**config.mk**
```make
export PLATFORM = sky130hd
export DESIGN_NAME = afr_ctrl
export DESIGN_NICKNAME = d
export VERILOG_FILES = /design/src/afr_pkg.sv /design/src/afr_fifo.sv /design/src/afr_ctrl.sv
export SDC_FILE = /design/constraint.sdc
export NUM_CORES = 1
export LEC_CHECK = 0
export ABC_AREA = 0
export BUFFER_PORTS_ARGS = -buffer_cell sky130_fd_sc_hd__buf_2
export CORE_MARGIN = 3
export CORE_UTILIZATION = 55
export DETAILED_ROUTE_END_ITERATION = 8
export PLACE_DENSITY = 0.75
export REMOVE_ABC_BUFFERS = 1
export SYNTH_ARGS = -nofsm -noshare
export SYNTH_HDL_FRONTEND = slang
export SYNTH_HIERARCHICAL = 1
export SYNTH_SLANG_ARGS = --single-unit
```
**constraint.sdc**
```tcl
create_clock -name clk_sys -period 12.1 [get_ports clk_sys]
set_clock_uncertainty 0.1 [all_clocks]
set_input_delay 0.605 -clock clk_sys [delete_from_list [all_inputs] [get_ports clk_sys]]
set_output_delay 0.605 -clock clk_sys [all_outputs]
set_load 0.01 [all_outputs]
```
**src/afr_pkg.sv**
```systemverilog
// Shared constants and types for the amplifier fault report controller
`default_nettype none

package afr_pkg;

    // ************************************************
    // Clock and timing
    // ************************************************
    localparam int unsigned CLK_FREQ_HZ = 10_000_000; // System clock rate
    localparam int unsigned POWERUP_HOLD_MS = 200; // Reset line hold after power up
    localparam int unsigned POWERUP_HOLD_CYCLES = POWERUP_HOLD_MS * (CLK_FREQ_HZ / 1000);
    localparam int unsigned RAMP_STEP_US = 10; // Time per volume step
    localparam int unsigned RAMP_STEP_CYCLES = RAMP_STEP_US * (CLK_FREQ_HZ / 1_000_000);
    localparam int unsigned SOFT_RST_HOLD_US = 100; // Silent time in soft reset
    localparam int unsigned SOFT_RST_HOLD_CYCLES = SOFT_RST_HOLD_US * (CLK_FREQ_HZ / 1_000_000);
    localparam int unsigned HOLD_CNT_W = 21; // Fits the power-up hold count
    localparam int unsigned STEP_CNT_W = 10; // Fits ramp and soft reset counts

    // ************************************************
    // Widths and stage allocation
    // ************************************************
    localparam int unsigned NUM_STAGES = 8; // Power stages on the board
    localparam int unsigned VOL_W = 8; // Volume word width
    localparam int unsigned LANES = 4; // Serial audio data lanes
    localparam int unsigned SAMPLE_W = 24; // Bits kept per lane word
    localparam int unsigned FIFO_DEPTH = 8; // Audio words buffered
    // Stage order: FL, FR, RL, RR, SL, SR, C, SUB
    localparam logic [7:0] PRIMARY_MASK = 8'h43; // Front left, front right, center
    localparam logic [7:0] SECONDARY_MASK = 8'hBC; // Rears, surrounds, subwoofer
    localparam logic [2:0] STAGE_MODE_AUTO = 3'h0; // All mode pins low
    localparam logic [VOL_W-1:0] VOL_RESET = 8'h00; // Volume after reset

    // ************************************************
    // Synchroniser vector layout
    // ************************************************
    localparam int unsigned SY_OTW = 0; // Eight stage warnings
    localparam int unsigned SY_SD = 8; // Eight stage shutdowns
    localparam int unsigned SY_RST = 16; // System reset line
    localparam int unsigned SY_MUTE = 17; // Mute pin
    localparam int unsigned SY_BKND = 18; // Soft reset pin
    localparam int unsigned SY_PDN = 19; // Power down pin
    localparam int unsigned SY_CONF = 20; // Speaker or line out select
    localparam int unsigned SY_HP = 21; // Headphone select
    localparam int unsigned SY_SCLK = 22; // Bit clock
    localparam int unsigned SY_LRCLK = 23; // Left-right clock
    localparam int unsigned SY_LANE = 24; // Four data lanes
    localparam int unsigned SYNC_W = 28; // Total synchronised bits
    // Idle pin levels held in reset, so no false edge follows its release
    localparam logic [SYNC_W-1:0] SYNC_IDLE = 28'h020FFFF;

    // ************************************************
    // Types
    // ************************************************
    // Encoded as {warning_n, shutdown_n}
    typedef enum logic [1:0] {
        COND_ERROR = 2'h0,
        COND_WARN = 2'h1,
        COND_UVLO_OC = 2'h2,
        COND_NORMAL = 2'h3
    } afr_cond_t;

    // Volume sequencer states, Gray along the path
    typedef enum logic [2:0] {
        ST_RUN = 3'h0,
        ST_MUTING = 3'h1,
        ST_MUTED = 3'h3,
        ST_SOFT_RST = 3'h2,
        ST_PWR_DOWN = 3'h6
    } afr_state_t;

    // Merged fault lines, all active low
    typedef struct packed {
        logic warn_n;
        logic pri_n;
        logic sec_n;
    } afr_fault_t;

    // One audio frame half across the four lanes
    typedef struct packed {
        logic right;
        logic [LANES-1:0][SAMPLE_W-1:0] lane;
    } afr_audio_t;

    localparam int unsigned AUDIO_W = $bits(afr_audio_t); // FIFO word width

endpackage : afr_pkg

`default_nettype wire

```
**src/afr_fifo.sv**
```systemverilog
// Synchronous FIFO with valid and ready on both sides
`default_nettype none

module afr_fifo #(
    parameter int unsigned WIDTH = 8,
    parameter int unsigned DEPTH = 8
) (
    // Clock and reset
    input wire logic clk_sys,
    input wire logic reset_n,
    // Fill side
    input wire logic in_valid,
    output logic in_ready,
    input wire logic [WIDTH-1:0] in_data,
    // Drain side
    output logic out_valid,
    input wire logic out_ready,
    output logic [WIDTH-1:0] out_data
);
    localparam int unsigned AW = $clog2(DEPTH);

    logic [WIDTH-1:0] mem [DEPTH]; // Storage
    logic [AW:0] wr_ptr; // Write pointer with wrap bit
    logic [AW:0] rd_ptr; // Read pointer with wrap bit
    logic [AW:0] next_wr_ptr;
    logic [AW:0] next_rd_ptr;
    logic push; // Word accepted
    logic pop; // Word delivered
    logic full;
    logic empty;

    // ************************************************
    // Flags and pointer updates
    // ************************************************
    always_comb begin
        empty = (wr_ptr == rd_ptr);
        full = (wr_ptr[AW-1:0] == rd_ptr[AW-1:0]) && (wr_ptr[AW] != rd_ptr[AW]);
        in_ready = !full;
        out_valid = !empty;
        push = in_valid && !full;
        pop = out_ready && !empty;
        next_wr_ptr = push ? wr_ptr + 1'b1 : wr_ptr;
        next_rd_ptr = pop ? rd_ptr + 1'b1 : rd_ptr;
        out_data = mem[rd_ptr[AW-1:0]];
    end

    // Pointer registers
    always_ff @(posedge clk_sys) begin
        if (!reset_n) begin
            wr_ptr <= '0;
            rd_ptr <= '0;
        end else begin
            wr_ptr <= next_wr_ptr;
            rd_ptr <= next_rd_ptr;
        end
    end

    // Storage write, no reset needed
    always_ff @(posedge clk_sys) begin
        if (push) begin
            mem[wr_ptr[AW-1:0]] <= in_data;
        end
    end

endmodule : afr_fifo

`default_nettype wire

```
**src/afr_ctrl.sv**
```systemverilog
// Fault merging, decode, control pins and audio capture for the amplifier board
//
// Behaviour
// - Warning and shutdown pair decode device condition
// - Primary: front pair, center; secondary: the rest
// - Group shutdowns wired-OR of active-low stage lines
// - All stage warnings wired-OR onto one line
// - Mode inputs low: stages auto-recover, pulse briefly
// - Mute pin or command ramps volume to silence
// - Soft reset is quiet, keeps stored volume
// - Power down request enters power-down state
// - Select high: speakers 5-6 on, line out off
// - Headphone active while select is low
// - Four lanes carry pairs, shared clocks
`default_nettype none

module afr_ctrl #(
    parameter int unsigned POWERUP_HOLD = afr_pkg::POWERUP_HOLD_CYCLES
) (
    // Clock (master clock) and reset
    input wire logic clk_sys,
    input wire logic reset_n,
    // Per-stage fault pins, active low
    input wire logic [afr_pkg::NUM_STAGES-1:0] stage_otw_n,
    input wire logic [afr_pkg::NUM_STAGES-1:0] stage_sd_n,
    // Stage mode pins
    output logic stage_mode_a,
    output logic stage_mode_b,
    output logic stage_mode_c,
    // Merged open-drain lines: output value and enable (low drives)
    output logic over_temp_warning_n_o,
    output logic over_temp_warning_n_oe_n,
    output logic primary_group_shutdown_n_o,
    output logic primary_group_shutdown_n_oe_n,
    output logic secondary_group_shutdown_n_o,
    output logic secondary_group_shutdown_n_oe_n,
    // Decoded conditions
    output afr_pkg::afr_cond_t primary_cond,
    output afr_pkg::afr_cond_t secondary_cond,
    // Bidirectional system reset line
    input wire logic sys_reset_n_i,
    output logic sys_reset_n_o,
    output logic sys_reset_n_oe_n,
    // Controller pins
    input wire logic mute,
    input wire logic backend_soft_reset,
    input wire logic power_down_req,
    input wire logic speaker_lineout_select,
    input wire logic headphone_select_n,
    // Command side, same clock
    input wire logic mute_cmd,
    input wire logic vol_wr,
    input wire logic [afr_pkg::VOL_W-1:0] vol_wr_data,
    // Output path status
    output logic [afr_pkg::VOL_W-1:0] volume,
    output logic muted,
    output logic pwm_power_down,
    output logic speaker_ch56_enable,
    output logic line_out_enable,
    output logic headphone_enable,
    // Serial audio pins
    input wire logic audio_bit_clk,
    input wire logic audio_lr_clk,
    input wire logic audio_lane_0,
    input wire logic audio_lane_1,
    input wire logic audio_lane_2,
    input wire logic audio_lane_3,
    // Captured audio stream
    output logic audio_valid,
    input wire logic audio_ready,
    output afr_pkg::afr_audio_t audio_data,
    output logic audio_overrun
);
    import afr_pkg::*;

    // ************************************************
    // Declarations
    // ************************************************
    logic [SYNC_W-1:0] sync_a; // First stage, read only by sync_b
    logic [SYNC_W-1:0] sync_b; // Second stage, safe to use
    logic [SYNC_W-1:0] next_sync_a;
    logic [SYNC_W-1:0] next_sync_b;
    afr_fault_t fault; // Merged lines
    afr_fault_t next_fault;
    afr_state_t state; // Volume sequencer
    afr_state_t next_state;
    logic [VOL_W-1:0] vol_setting; // Stored volume, kept over soft reset
    logic [VOL_W-1:0] next_vol_setting;
    logic [VOL_W-1:0] next_volume;
    logic [STEP_CNT_W-1:0] step_cnt; // Ramp and hold timer
    logic [STEP_CNT_W-1:0] next_step_cnt;
    logic [HOLD_CNT_W-1:0] hold_cnt; // Power-up reset hold
    logic [HOLD_CNT_W-1:0] next_hold_cnt;
    logic bknd_prev; // Soft reset edge detect
    logic next_bknd_prev;
    logic [2:0] sel; // Registered enables
    logic [2:0] next_sel;
    logic sclk_prev; // Bit clock edge detect
    logic lrclk_prev; // Word clock edge detect
    logic next_sclk_prev;
    logic next_lrclk_prev;
    logic [LANES-1:0][SAMPLE_W-1:0] shreg; // Lane shift registers
    logic [LANES-1:0][SAMPLE_W-1:0] next_shreg;
    logic overrun; // Sticky lost-word flag
    logic next_overrun;
    logic push_valid; // Word ready for the FIFO
    logic push_ready; // FIFO can take it
    afr_audio_t push_word;
    logic mute_req; // Pin or command
    logic ramp_tick; // One volume step due
    logic line_reset; // Controller holds reset low

    // ************************************************
    // Input synchronisers
    // ************************************************
    always_comb begin
        next_sync_a = {audio_lane_3, audio_lane_2, audio_lane_1, audio_lane_0,
                       audio_lr_clk, audio_bit_clk, headphone_select_n,
                       speaker_lineout_select, power_down_req, backend_soft_reset,
                       mute, sys_reset_n_i, stage_sd_n, stage_otw_n};
        next_sync_b = sync_a;
    end

    // Two flops on every pin input
    always_ff @(posedge clk_sys) begin
        if (!reset_n) begin
            sync_a <= SYNC_IDLE;
            sync_b <= SYNC_IDLE;
        end else begin
            sync_a <= next_sync_a;
            sync_b <= next_sync_b;
        end
    end

    // ************************************************
    // Fault merging and decode
    // ************************************************
    always_comb begin
        // Any member stage low pulls its shared line low
        next_fault.warn_n = &sync_b[SY_OTW +: NUM_STAGES];
        next_fault.pri_n = &(sync_b[SY_SD +: NUM_STAGES] | ~PRIMARY_MASK);
        next_fault.sec_n = &(sync_b[SY_SD +: NUM_STAGES] | ~SECONDARY_MASK);
    end

    // Merged line registers
    always_ff @(posedge clk_sys) begin
        if (!reset_n) begin
            fault <= '1;
        end else begin
            fault <= next_fault;
        end
    end

    // Open drain: drive low only when a line is asserted
    assign over_temp_warning_n_o = 1'b0;
    assign primary_group_shutdown_n_o = 1'b0;
    assign secondary_group_shutdown_n_o = 1'b0;
    assign over_temp_warning_n_oe_n = fault.warn_n;
    assign primary_group_shutdown_n_oe_n = fault.pri_n;
    assign secondary_group_shutdown_n_oe_n = fault.sec_n;
    // Each group has its own condition so the controller can tell them apart
    assign primary_cond = afr_cond_t'({fault.warn_n, fault.pri_n});
    assign secondary_cond = afr_cond_t'({fault.warn_n, fault.sec_n});
    // Auto-recovery: stages restart themselves, shutdown only pulses
    assign {stage_mode_c, stage_mode_b, stage_mode_a} = STAGE_MODE_AUTO;

    // ************************************************
    // Volume sequencer
    // ************************************************
    always_comb begin
        mute_req = sync_b[SY_MUTE] || mute_cmd;
        line_reset = !sync_b[SY_RST];
        ramp_tick = (step_cnt == STEP_CNT_W'(RAMP_STEP_CYCLES - 1));
        next_state = state;
        next_volume = volume;
        next_step_cnt = step_cnt + 1'b1;
        next_bknd_prev = sync_b[SY_BKND];
        // Stored setting survives soft reset, only command writes change it
        next_vol_setting = vol_wr ? vol_wr_data : vol_setting;
        case (state)
            ST_RUN: begin
                // Follow the stored setting one step at a time
                if (ramp_tick) begin
                    next_step_cnt = '0;
                    if (volume < vol_setting) begin
                        next_volume = volume + 1'b1;
                    end else if (volume > vol_setting) begin
                        next_volume = volume - 1'b1;
                    end
                end
                if (sync_b[SY_PDN] || mute_req || (sync_b[SY_BKND] && !bknd_prev)) begin
                    next_state = ST_MUTING;
                    next_step_cnt = '0;
                end
            end
            ST_MUTING: begin
                // Ramp from any setting down to silence
                if (ramp_tick) begin
                    next_step_cnt = '0;
                    if (volume != '0) begin
                        next_volume = volume - 1'b1;
                    end else if (sync_b[SY_PDN]) begin
                        next_state = ST_PWR_DOWN;
                    end else if (sync_b[SY_BKND]) begin
                        next_state = ST_SOFT_RST;
                    end else if (mute_req) begin
                        next_state = ST_MUTED;
                    end else begin
                        next_state = ST_RUN;
                    end
                end
            end
            ST_MUTED: begin
                next_step_cnt = '0;
                if (sync_b[SY_PDN] || sync_b[SY_BKND]) begin
                    next_state = ST_MUTING;
                end else if (!mute_req) begin
                    next_state = ST_RUN;
                end
            end
            ST_SOFT_RST: begin
                // Silent hold, then ramp back to the kept setting
                if (step_cnt == STEP_CNT_W'(SOFT_RST_HOLD_CYCLES - 1)) begin
                    next_step_cnt = '0;
                    if (!sync_b[SY_BKND]) begin
                        next_state = ST_RUN;
                    end
                end
            end
            ST_PWR_DOWN: begin
                next_step_cnt = '0;
                if (!sync_b[SY_PDN]) begin
                    next_state = ST_RUN;
                end
            end
            default: begin
                next_state = ST_MUTING;
            end
        endcase
        // Controller reset line low: volume cut at once
        if (line_reset) begin
            next_state = ST_MUTED;
            next_volume = '0;
        end
        // Power-up hold counter for driving the reset line
        next_hold_cnt = (hold_cnt == HOLD_CNT_W'(POWERUP_HOLD)) ? hold_cnt : hold_cnt + 1'b1;
        // Output routing selects
        next_sel = {sync_b[SY_CONF], !sync_b[SY_CONF], !sync_b[SY_HP]};
    end

    // Sequencer registers
    always_ff @(posedge clk_sys) begin
        if (!reset_n) begin
            state <= ST_MUTED;
            volume <= VOL_RESET;
            vol_setting <= VOL_RESET;
            step_cnt <= '0;
            hold_cnt <= '0;
            bknd_prev <= 1'b0;
            sel <= '0;
        end else begin
            state <= next_state;
            volume <= next_volume;
            vol_setting <= next_vol_setting;
            step_cnt <= next_step_cnt;
            hold_cnt <= next_hold_cnt;
            bknd_prev <= next_bknd_prev;
            sel <= next_sel;
        end
    end

    assign muted = (state == ST_MUTED) || (state == ST_PWR_DOWN) || (state == ST_SOFT_RST);
    assign pwm_power_down = (state == ST_PWR_DOWN);
    assign speaker_ch56_enable = sel[2];
    assign line_out_enable = sel[1];
    assign headphone_enable = sel[0];
    // Keep the shared reset line low until the power-up hold has run out
    assign sys_reset_n_o = 1'b0;
    assign sys_reset_n_oe_n = (hold_cnt == HOLD_CNT_W'(POWERUP_HOLD));

    // ************************************************
    // Serial audio capture
    // ************************************************
    // Bit clock is oversampled, so it must stay well below half the master clock
    always_comb begin
        next_sclk_prev = sync_b[SY_SCLK];
        next_lrclk_prev = lrclk_prev;
        next_shreg = shreg;
        next_overrun = overrun;
        push_valid = 1'b0;
        push_word.right = lrclk_prev;
        push_word.lane = shreg;
        if (sync_b[SY_SCLK] && !sclk_prev) begin
            // Shared bit clock shifts every lane together
            for (int l = 0; l < LANES; l++) begin
                next_shreg[l] = {shreg[l][SAMPLE_W-2:0], sync_b[SY_LANE + l]};
            end
            // Word clock change closes the half frame
            if (sync_b[SY_LRCLK] != lrclk_prev) begin
                next_lrclk_prev = sync_b[SY_LRCLK];
                push_valid = 1'b1;
                if (!push_ready) begin
                    next_overrun = 1'b1;
                end
            end
        end
    end

    // Capture registers
    always_ff @(posedge clk_sys) begin
        if (!reset_n) begin
            sclk_prev <= 1'b0;
            lrclk_prev <= 1'b0;
            shreg <= '0;
            overrun <= 1'b0;
        end else begin
            sclk_prev <= next_sclk_prev;
            lrclk_prev <= next_lrclk_prev;
            shreg <= next_shreg;
            overrun <= next_overrun;
        end
    end

    assign audio_overrun = overrun;

    // Buffer between capture and the consumer
    afr_fifo #(
        .WIDTH(AUDIO_W),
        .DEPTH(FIFO_DEPTH)
    ) u_fifo (
        .clk_sys(clk_sys),
        .reset_n(reset_n),
        .in_valid(push_valid),
        .in_ready(push_ready),
        .in_data(push_word),
        .out_valid(audio_valid),
        .out_ready(audio_ready),
        .out_data(audio_data)
    );

endmodule : afr_ctrl

`default_nettype wire

```
==> flow_summary_export.csv, run 1 <==
group,metric,value,unit
run_status,status,"finished, final reports clean",
cts,cts_tree,"done",
synthesis,async_reset_ff_frac,0,
worst_hold_path,hp-class,"in2reg",
layout,area_delta_synth_final,12.9,%
placed_design,post-place-ws,8.43,ns
layout,fill_cells,4733,
global_route,grt_pass1_vias,20311,
sta,tns,0,ns
global_route,grt_max_degree,136,
layout,drive_above_1_share,0.275,
sta,slew_headroom,0.236,
placed_design,port_buffers,160,
global_route,grt_first_pass_wirelength,118000,um
run,cap_violations,0,
die,ios,168,
global_route,grt_antenna_before_repair,2,
layout,multiInputGateArea,0.00983,mm^2
cts,cts-resized-gates,0,
worst_setup_path,reg2regPathDepth,6,
cts,cts-root-buf,"clkbuf_16",
route,wirelength,74600,um
die,die_w,270,um
worst_setup_path,crit_end,"audio_data[2]",
sta,rsz0062_at_grt,"no",
worst_setup_path,required,11.39,ns
route,drt-initial-drc-count,1774,
synthesis,ys_warn_count,6,
synthesis,synth_seq_cells,999,
synthesis,synthCells,2144,
power_and_ir_drop,power_density,169,mW/mm^2
layout,fin_util,0.629,
synthesis,synth.most_common_cell,"edfxtp_1",
sta,report.final.slew_viol_count,0,
sta,hold_viol,0,
cts,hold_buffers,0,
die,core_area,0.0687,mm^2
sta,max_freq,0.234,GHz
cts,clk_pin_slew_worst_paths,0.07,ns
worst_setup_path,crit_buf_inv,2,
worst_setup_path,cpLargestDelayFamily,"multiplexers",
die,initial_utilization,0.557,
synthesis,yosysTopAreaCellShare,0.609,
global_route,use_met2,0.355,
global_route,grt_busiest_layer,"met2",
cts,cts.sinks,999,
sta,layout_worst_path_cycle_share,0.353,
route,drt-wirelength-per-cell,22.4,um
sta,worst_slack,7.82,ns
synthesis,ys_top_cells_by_count,"776 x edfxtp_1, 233 x nand2_1, 223 x dfxtp_1",
power_and_ir_drop,p_leak,0.0141,uW
synthesis,synth.area.top_cells,"edfxtp_1 61%, dfxtp_1 12%, mux4_2 11%, mux2_2 2.9%, nand2_1 2.3%",
worst_setup_path,cp-start-kind,"flop",
worst_setup_path,rr_endpoint,"u_fifo/mem[3][24]",
synthesis,synth.distinct_cells,67,
global_route,grt_overflow,0,
sta,min_period,4.28,ns
global_route,use_met3,0.0386,
die,chipHeight,270,um
worst_setup_path,path_cells,"buf_12 > mux4_2 > mux2_2 > buf_2",
layout,fin_nets,2367,
power_and_ir_drop,power.total,7300,uW
worst_setup_path,r2r_slack,8.44,ns
worst_setup_path,path_class,"reg2out",
worst_setup_path,slowest_stage,"dfxtp_4",
cts,clock_latency,0.64,ns
worst_setup_path,critical_path.max_stage_delay,0.83,ns
synthesis,synth_top_area_cell,"edfxtp_1",
sta,setup_viol,0,
cts,clockBufferDepth,3,
synthesis,yosysSeqAreaShare,0.726,
sta,hold_slack,0.0381,ns
worst_setup_path,cp_max_fo,118,
synthesis,synth_flop_cell,"edfxtp_1",
cts,htree_levels,3,
synthesis,syn_avg_cell_area,17.8,um^2
route,drc,0,
route,viasPerCell,5.77,
power_and_ir_drop,ir_drop,116,uV
cts,postCtsSetupRepairBufs,0,
worst_setup_path,cp_num_cells,4,
die,row_count,96,
layout,regArea,0.0278,mm^2
die,dieArea,0.0728,mm^2
synthesis,synth-edff-count,776,
cts,cts_buffers,98,
route,vias,19172,
placed_design,dp_hpwl,38900,um
global_route,grt_use_met1,0.282,
worst_setup_path,cp.arrival,3.57,ns
worst_setup_path,timing.rr.start,"u_fifo/wr_ptr[2]",
sta,tightest_slew,1.15,ns
route,drtAntennaViolNets,0,
placed_design,routabilityCongestion,0.791,
worst_setup_path,cp-end-kind,"output port",
route,drtPass1Iterations,5,
global_route,track_usage,0.209,
synthesis,syn_area,0.0383,mm^2
[state kept, by name, summed over array words and instances, names as in the netlist, 3 cells and up, named ones only]
name / cells
u_fifo/mem: 776
push_word: 96
next_sync_b: 28
sync_b: 28
hold_cnt: 21
step_cnt: 10
vol_setting: 8
volume: 8
u_fifo/rd_ptr: 4
u_fifo/wr_ptr: 4
sel: 3
state: 3
[layout make-up]
cell class                      count  area share
Antenna cell                        1   0.0000579
Multi-Input combinational cell   1007       0.227
Tap cell                          931      0.0270
Timing Repair Buffer              185      0.0236
Clock inverter                     50      0.0127
Clock buffer                      133      0.0645
Inverter                           19     0.00165
Sequential cell                   999       0.643
[how the worst min path moves through the flow]
stage	from	to	slack, ns	depth (start not counted)
2_1_floorplan	sync_b[21]	sel[0]	0.27	1
4_1_cts	stage_otw_n[3]	next_sync_b[3]	0.002	2
3_5_place_dp	sync_b[21]	sel[0]	0.27	1
3_3_place_gp	sync_b[21]	sel[0]	0.27	1
5_1_grt	stage_otw_n[2]	next_sync_b[2]	0.02	2
6_report	stage_otw_n[3]	next_sync_b[3]	0.04	2
[per-stage QoR]
stage / std cells / instance area (um^2)
5_1_grt: 3324 / 43200
4_1_cts: 3324 / 43200
2_1_floorplan: 2025 / 37600
3_3_place_gp: 3141 / 39900
6_report: 3325 / 43200
3_5_place_dp: 3141 / 39900
[metal layers]
metal	routed length, um	vias up	part of all wire
met2	37600	611	0.50
met5	0	-	0
met3	4840	104	0.065
li1	-	8611	-
met4	1380	0	0.018
met1	30800	9846	0.41
[cell families after synthesis]
group,after synthesis,synth area share
fa+ha+maj,16,0.00523
other cells,1,0.0000980
simple gates,469,0.0602
compound gates,166,0.0324
buf+inv,144,0.0196
flops,999,0.726
xor+xnor,36,0.00824
mux,313,0.149
[where the power goes]
group,switching [uW],internal (uW)
clock,1240,1840
sequential,30.7,3670
combinational,242,277
total,1520,5780
[layout by cell type (no fill, tap or decap), types with 18 or more instances in the layout]
| cell | instances |
|---|---|
| a21boi_0 | 102 |
| and2_1 | 47 |
| buf_2 | 159 |
| buf_4 | 23 |
| clkbuf_1 | 18 |
| clkbuf_16 | 101 |
| clkinv_2 | 18 |
| dfxtp_1 | 220 |
| edfxtp_1 | 776 |
| inv_1 | 19 |
| mux2_2 | 98 |
| mux2i_1 | 21 |
| mux4_2 | 194 |
| nand2_1 | 233 |
| nand2b_1 | 42 |
| nand3_1 | 27 |
| nor2_1 | 25 |
| xnor2_1 | 25 |
Power figures use the tool's default switching activity.
==> run 2: changes to the inputs <==
- CORE_UTILIZATION: 55 -> 61
- PLACE_DENSITY: 0.75 -> 0.79
- clock period: 12.1 -> 4.1 ns (I/O delays scaled with it)
==> flow_summary_export.csv, run 2 (same netlist as run 1, synthesis figures left out) <==
group,metric,value,unit
run_status,status,"finished, final reports clean",
global_route,track_usage,0.232,
cts,cts_tree,"done",
die,core_area,0.0618,mm^2
power_and_ir_drop,p_leak,0.0145,uW
global_route,grt_antenna_before_repair,1,
sta,min_period,3.27,ns
sta,tns,0,ns
power_and_ir_drop,power_density,497,mW/mm^2
placed_design,dp_hpwl,37100,um
global_route,grt_busiest_layer,"met2",
layout,area_delta_synth_final,15.0,%
route,drc,0,
route,drt-wirelength-per-cell,22.8,um
global_route,grt_use_met1,0.309,
sta,worst_slack,0.828,ns
run,cap_violations,0,
placed_design,routabilityCongestion,0.837,
die,chipHeight,256,um
worst_hold_path,hp-class,"in2reg",
route,viasPerCell,5.97,
sta,setup_viol,0,
cts,cts.sinks,999,
layout,insertedDiodeCount,0,
die,ios,168,
route,drtPass1Iterations,5,
cts,cts_buffers,98,
layout,final_area,0.0440,mm^2
worst_setup_path,required,3.80,ns
placed_design,port_buffers,160,
die,die_w,256,um
layout,layout_common_cells,"776 x edfxtp_1, 233 x nand2_1, 220 x dfxtp_1, 194 x mux4_2, 159 x buf_2",
layout,drive_above_1_share,0.268,
worst_setup_path,cp-start-kind,"flop",
sta,rsz0062_at_grt,"no",
sta,slew_headroom,0.303,
route,wirelength,75200,um
route,drtAntennaViolNets,0,
global_route,grt_first_pass_wirelength,118000,um
cts,postCtsSetupRepairBufs,0,
sta,report.final.slew_viol_count,0,
route,drt-initial-drc-count,1508,
worst_setup_path,path_class,"reg2out",
cts,clock_latency,0.64,ns
route,vias,19683,
die,dieArea,0.0658,mm^2
global_route,grt_overflow,0,
sta,hold_viol,0,
cts,clockBufferDepth,3,
power_and_ir_drop,ir_drop,333,uV
global_route,grt_max_degree,98,
cts,htree_levels,3,
global_route,use_met3,0.0459,
layout,layout_commonest_cell,"edfxtp_1",
placed_design,post-place-ws,1.26,ns
die,initial_utilization,0.619,
layout,fin_nets,2430,
layout,largest_reg_flops,776,
sta,layout_worst_path_cycle_share,0.798,
cts,clk_pin_slew_worst_paths,0.06,ns
global_route,use_met2,0.396,
worst_setup_path,cp_max_fo,29,
sta,max_freq,0.306,GHz
placed_design,place_area,0.0399,mm^2
worst_setup_path,cp.arrival,2.97,ns
worst_setup_path,cp-end-kind,"output port",
sta,hold_slack,0.188,ns
die,row_count,91,
sta,tightest_slew,1.05,ns
cts,cts-root-buf,"clkbuf_16",
global_route,grt_pass1_vias,20533,
layout,fin_util,0.711,
cts,cts-resized-gates,0,
[run 2: changes by cell type in the layout (fill, tap and decap cells not counted), sizes merged]
cell         change
clkinvlp         +6
diode            -1
clkinv           -1
inv              -5
clkbuf           -2
bufinv           +4
dlygate4sd3     +63
[run 2: metal layers]
layer | vias up | share of wire
li1 | 8754 | -
met1 | 10088 | 0.39
met2 | 694 | 0.51
met3 | 147 | 0.069
met4 | 0 | 0.023
met5 | - | 0
[run 2: timing repair]
action	in CTS	in global routing
setup endpoints to repair	0	0
hold buffers	63	0
hold endpoints to repair	90	0
[run 2: layout make-up]
type,count,area [um^2]
multi-input combinational,1007,9830
sequential,999,27800
timing repair buffer,248,1810
tap,837,1050
clock buffer,131,2770
clock inverter,54,679
inverter,19,71.3
fill,3676,17800
[run 2: per-stage QoR]
stage	std cells	total power (uW)
final	3295	21900
after global routing	3295	22600
after CTS	3295	22100
after detailed placement	3047	12700
after global placement	3047	12700
after floorplan	2025	12500
[run 2: worst max-delay path, cell delays in order (launching register included)]
cell     delay (ns)
dfxtp_4        0.79
buf_4          0.49
mux4_2         0.56
mux2_2         0.30
buf_2          0.14
[run 2: final timing paths]
kind | startpoint | end | slack (ns) | cells after the start
worst max register to register | volume[1] | volume[3] | 1.25 | 7
worst min-delay path | stage_sd_n[7] | next_sync_b[15] | 0.19 | 3
worst min register to register | sync_b[21] | sel[0] | 0.29 | 1
worst max-delay path | flop | audio_data[44] | 0.83 | 4
[run 2: report_power, final]
group          leakage, uW  internal [uW]  switching [uW]
logic              0.00377            883             728
clock network      0.00168           5650            3710
registers          0.00900          10800            83.3
total               0.0145          17300            4520
==> run 3: changes to the inputs <==
- ABC_AREA: 0 -> 1
- clock period: 4.1 -> 3.3 ns (I/O delays scaled with it)
==> flow_summary_export.csv, run 3 <==
group,metric,value,unit
run,cap_violations,0,
synthesis,synthCells,3533,
synthesis,ys_top_cells_by_count,"849 x nor2_1, 776 x edfxtp_1, 443 x o21ai_0",
die,dieArea,0.0672,mm^2
worst_setup_path,cp_max_fo,62,
sta,report.final.slew_viol_count,0,
synthesis,yosysSeqAreaShare,0.710,
synthesis,syn_avg_cell_area,11.1,um^2
synthesis,syn_area,0.0391,mm^2
route,drt-initial-drc-count,2270,
worst_setup_path,cp-start-kind,"flop",
cts,cts.sinks,999,
route,vias,26216,
cts,hold_buffers,55,
layout,area_delta_synth_final,14.0,%
power_and_ir_drop,ir_drop,451,uV
cts,cts-resized-gates,0,
sta,slew_headroom,0.373,
worst_setup_path,required,3.03,ns
die,die_w,259,um
layout,layout_commonest_cell,"nor2_1",
worst_setup_path,cpMostUsedCell,"nand2_1",
layout,fin_util,0.705,
worst_setup_path,path_cells,"inv_8 > buf_4 > o21ai_0 > o21ai_1 > nand2_1 > nand2_1 > buf_2",
cts,cts_tree,"done",
worst_hold_path,min-delay-start,"stage_sd_n[1]",
sta,hold_viol,0,
worst_setup_path,slowest_stage,"buf_4",
power_and_ir_drop,power_density,707,mW/mm^2
cts,clk_pin_slew_worst_paths,0.06,ns
power_and_ir_drop,p_leak,0.0168,uW
worst_hold_path,hp-class,"in2reg",
worst_setup_path,cp.arrival,2.84,ns
worst_hold_path,min_to,"next_sync_b[9]",
synthesis,synth_flop_cell,"edfxtp_1",
layout,insertedDiodeCount,0,
global_route,grt_antenna_before_repair,2,
placed_design,dp_hpwl,42600,um
cts,clock_latency,0.65,ns
global_route,grt_overflow,0,
synthesis,yosysTopAreaCellShare,0.596,
route,drtAntennaViolNets,0,
synthesis,synth.most_common_cell,"nor2_1",
worst_setup_path,timing.rr.start,"lrclk_prev",
route,drt-wirelength-per-cell,18.5,um
placed_design,port_buffers,160,
synthesis,synth_seq_cells,999,
global_route,grt_pass1_vias,25213,
sta,setup_viol,0,
worst_setup_path,path_class,"reg2out",
synthesis,async_reset_ff_frac,0,
worst_setup_path,critical_path.max_stage_delay,0.55,ns
die,row_count,92,
layout,largest_reg_flops,776,
die,chipHeight,259,um
layout,drive_above_1_share,0.122,
sta,tns,0,ns
die,core_area,0.0632,mm^2
route,wirelength,85400,um
route,viasPerCell,5.67,
worst_setup_path,r2r_slack,0.47,ns
route,drtPass1Iterations,7,
global_route,grt_max_degree,133,
placed_design,routabilityCongestion,0.818,
worst_setup_path,rr_endpoint,"u_fifo/mem[6][41]",
run_status,status,"finished, final reports clean",
synthesis,synth-edff-count,776,
worst_setup_path,cp-end-kind,"output port",
worst_hold_path,hold-path-cell-count,3,
layout,layout_common_cells,"842 x nor2_1, 776 x edfxtp_1, 443 x o21ai_0, 440 x nand2_1, 267 x o21ai_1",
global_route,grt_first_pass_wirelength,135000,um
sta,min_period,3.11,ns
sta,tightest_slew,0.941,ns
sta,max_freq,0.322,GHz
cts,htree_levels,3,
cts,cts-root-buf,"clkbuf_16",
cts,clockBufferDepth,3,
synthesis,synth_top_area_cell,"edfxtp_1",
synthesis,synth.distinct_cells,42,
worst_setup_path,reg2regPathDepth,5,
sta,layout_worst_path_cycle_share,0.941,
die,initial_utilization,0.619,
synthesis,synth.area.top_cells,"edfxtp_1 60%, dfxtp_1 11%, nor2_1 8.2%, o21ai_0 5.7%, nand2_1 4.2%",
cts,postCtsSetupRepairBufs,0,
route,drc,0,
synthesis,ys_warn_count,6,
layout,fill_cells,4140,
global_route,track_usage,0.255,
die,ios,168,
sta,rsz0062_at_grt,"no",
layout,fin_nets,3751,
cts,cts_buffers,96,
## run 3: cell count changes after synthesis, moves of 34 or more
cell | before | now
o21ai_0 | 10 | 443
nand2_1 | 233 | 440
mux4_2 | 194 | 0
nor2_1 | 26 | 849
nand2b_1 | 43 | 0
mux2_2 | 98 | 0
a21boi_0 | 102 | 0
inv_1 | 19 | 101
and2_1 | 47 | 0
or2_2 | 1 | 35
o21ai_1 | 1 | 267
## run 3: through the flow
stage	hold slack (ns)	total power, uW	setup slack, ns	std cells	area [um^2]
2_1_floorplan	0.134	18000	-10.21	3333	38100
3_3_place_gp	0.248	20200	0.518	4387	40700
3_5_place_dp	0.250	20300	0.478	4387	40700
4_1_cts	0.0931	31700	0.221	4624	44600
5_1_grt	0.135	33000	0.0824	4624	44600
6_report	0.142	31500	0.194	4624	44600
## run 3: where the power goes
part	internal, uW	switching (uW)
combinational	2070	4150
clock	6670	4640
sequential	13700	299
## run 3: worst max path at each step
| stage | slack (ns) | to | cells past startpoint | from |
|---|---|---|---|---|
| final | 0.19 | audio_data[2] | 7 | flop |
| after global placement | 0.52 | u_fifo/mem[6][42] | 5 | lrclk_prev |
| after floorplan | -10.21 | audio_data[23] | 5 | flop |
| after CTS | 0.22 | audio_data[2] | 7 | flop |
| after global routing | 0.08 | audio_data[28] | 8 | flop |
| after detailed placement | 0.48 | u_fifo/mem[6][39] | 5 | lrclk_prev |
## run 3: worst max-delay path: cells and delay by family, from the launching register on
kind	cells	cell delay, ns
AOI/OAI and AO/OA	2	0.32
buffers and inverters	3	1.08
DFF	1	0.50
and+or+nand+nor	2	0.24
## run 3: cells by family after synthesis
logic type	after synthesis	synth area share
buffers and inverters	315	0.0372
xor gates and xnor gates	18	0.00403
and+or+nand+nor	1423	0.145
other	1	0.0000959
DFF	999	0.710
AOI/OAI and AO/OA	761	0.0984
adders and majority gates	16	0.00512
## run 3: layout make-up
class,instances,area [um^2],share of cell area
Timing Repair Buffer,263,2030,0.0456
Clock buffer,124,2660,0.0597
Multi-Input combinational cell,2225,9950,0.223
Clock inverter,58,654,0.0147
Sequential cell,999,27800,0.623
Inverter,109,429,0.00963
Tap cell,846,1060,0.0238
## run 3: metal layers
metal / global-route usage / vias up / share of wire
li1: - / 12409 / -
met1: 0.349 / 12609 / 0.41
met2: 0.429 / 1075 / 0.49
met3: 0.0400 / 123 / 0.078
met4: 0.0696 / 0 / 0.019
met5: 0 / - / 0
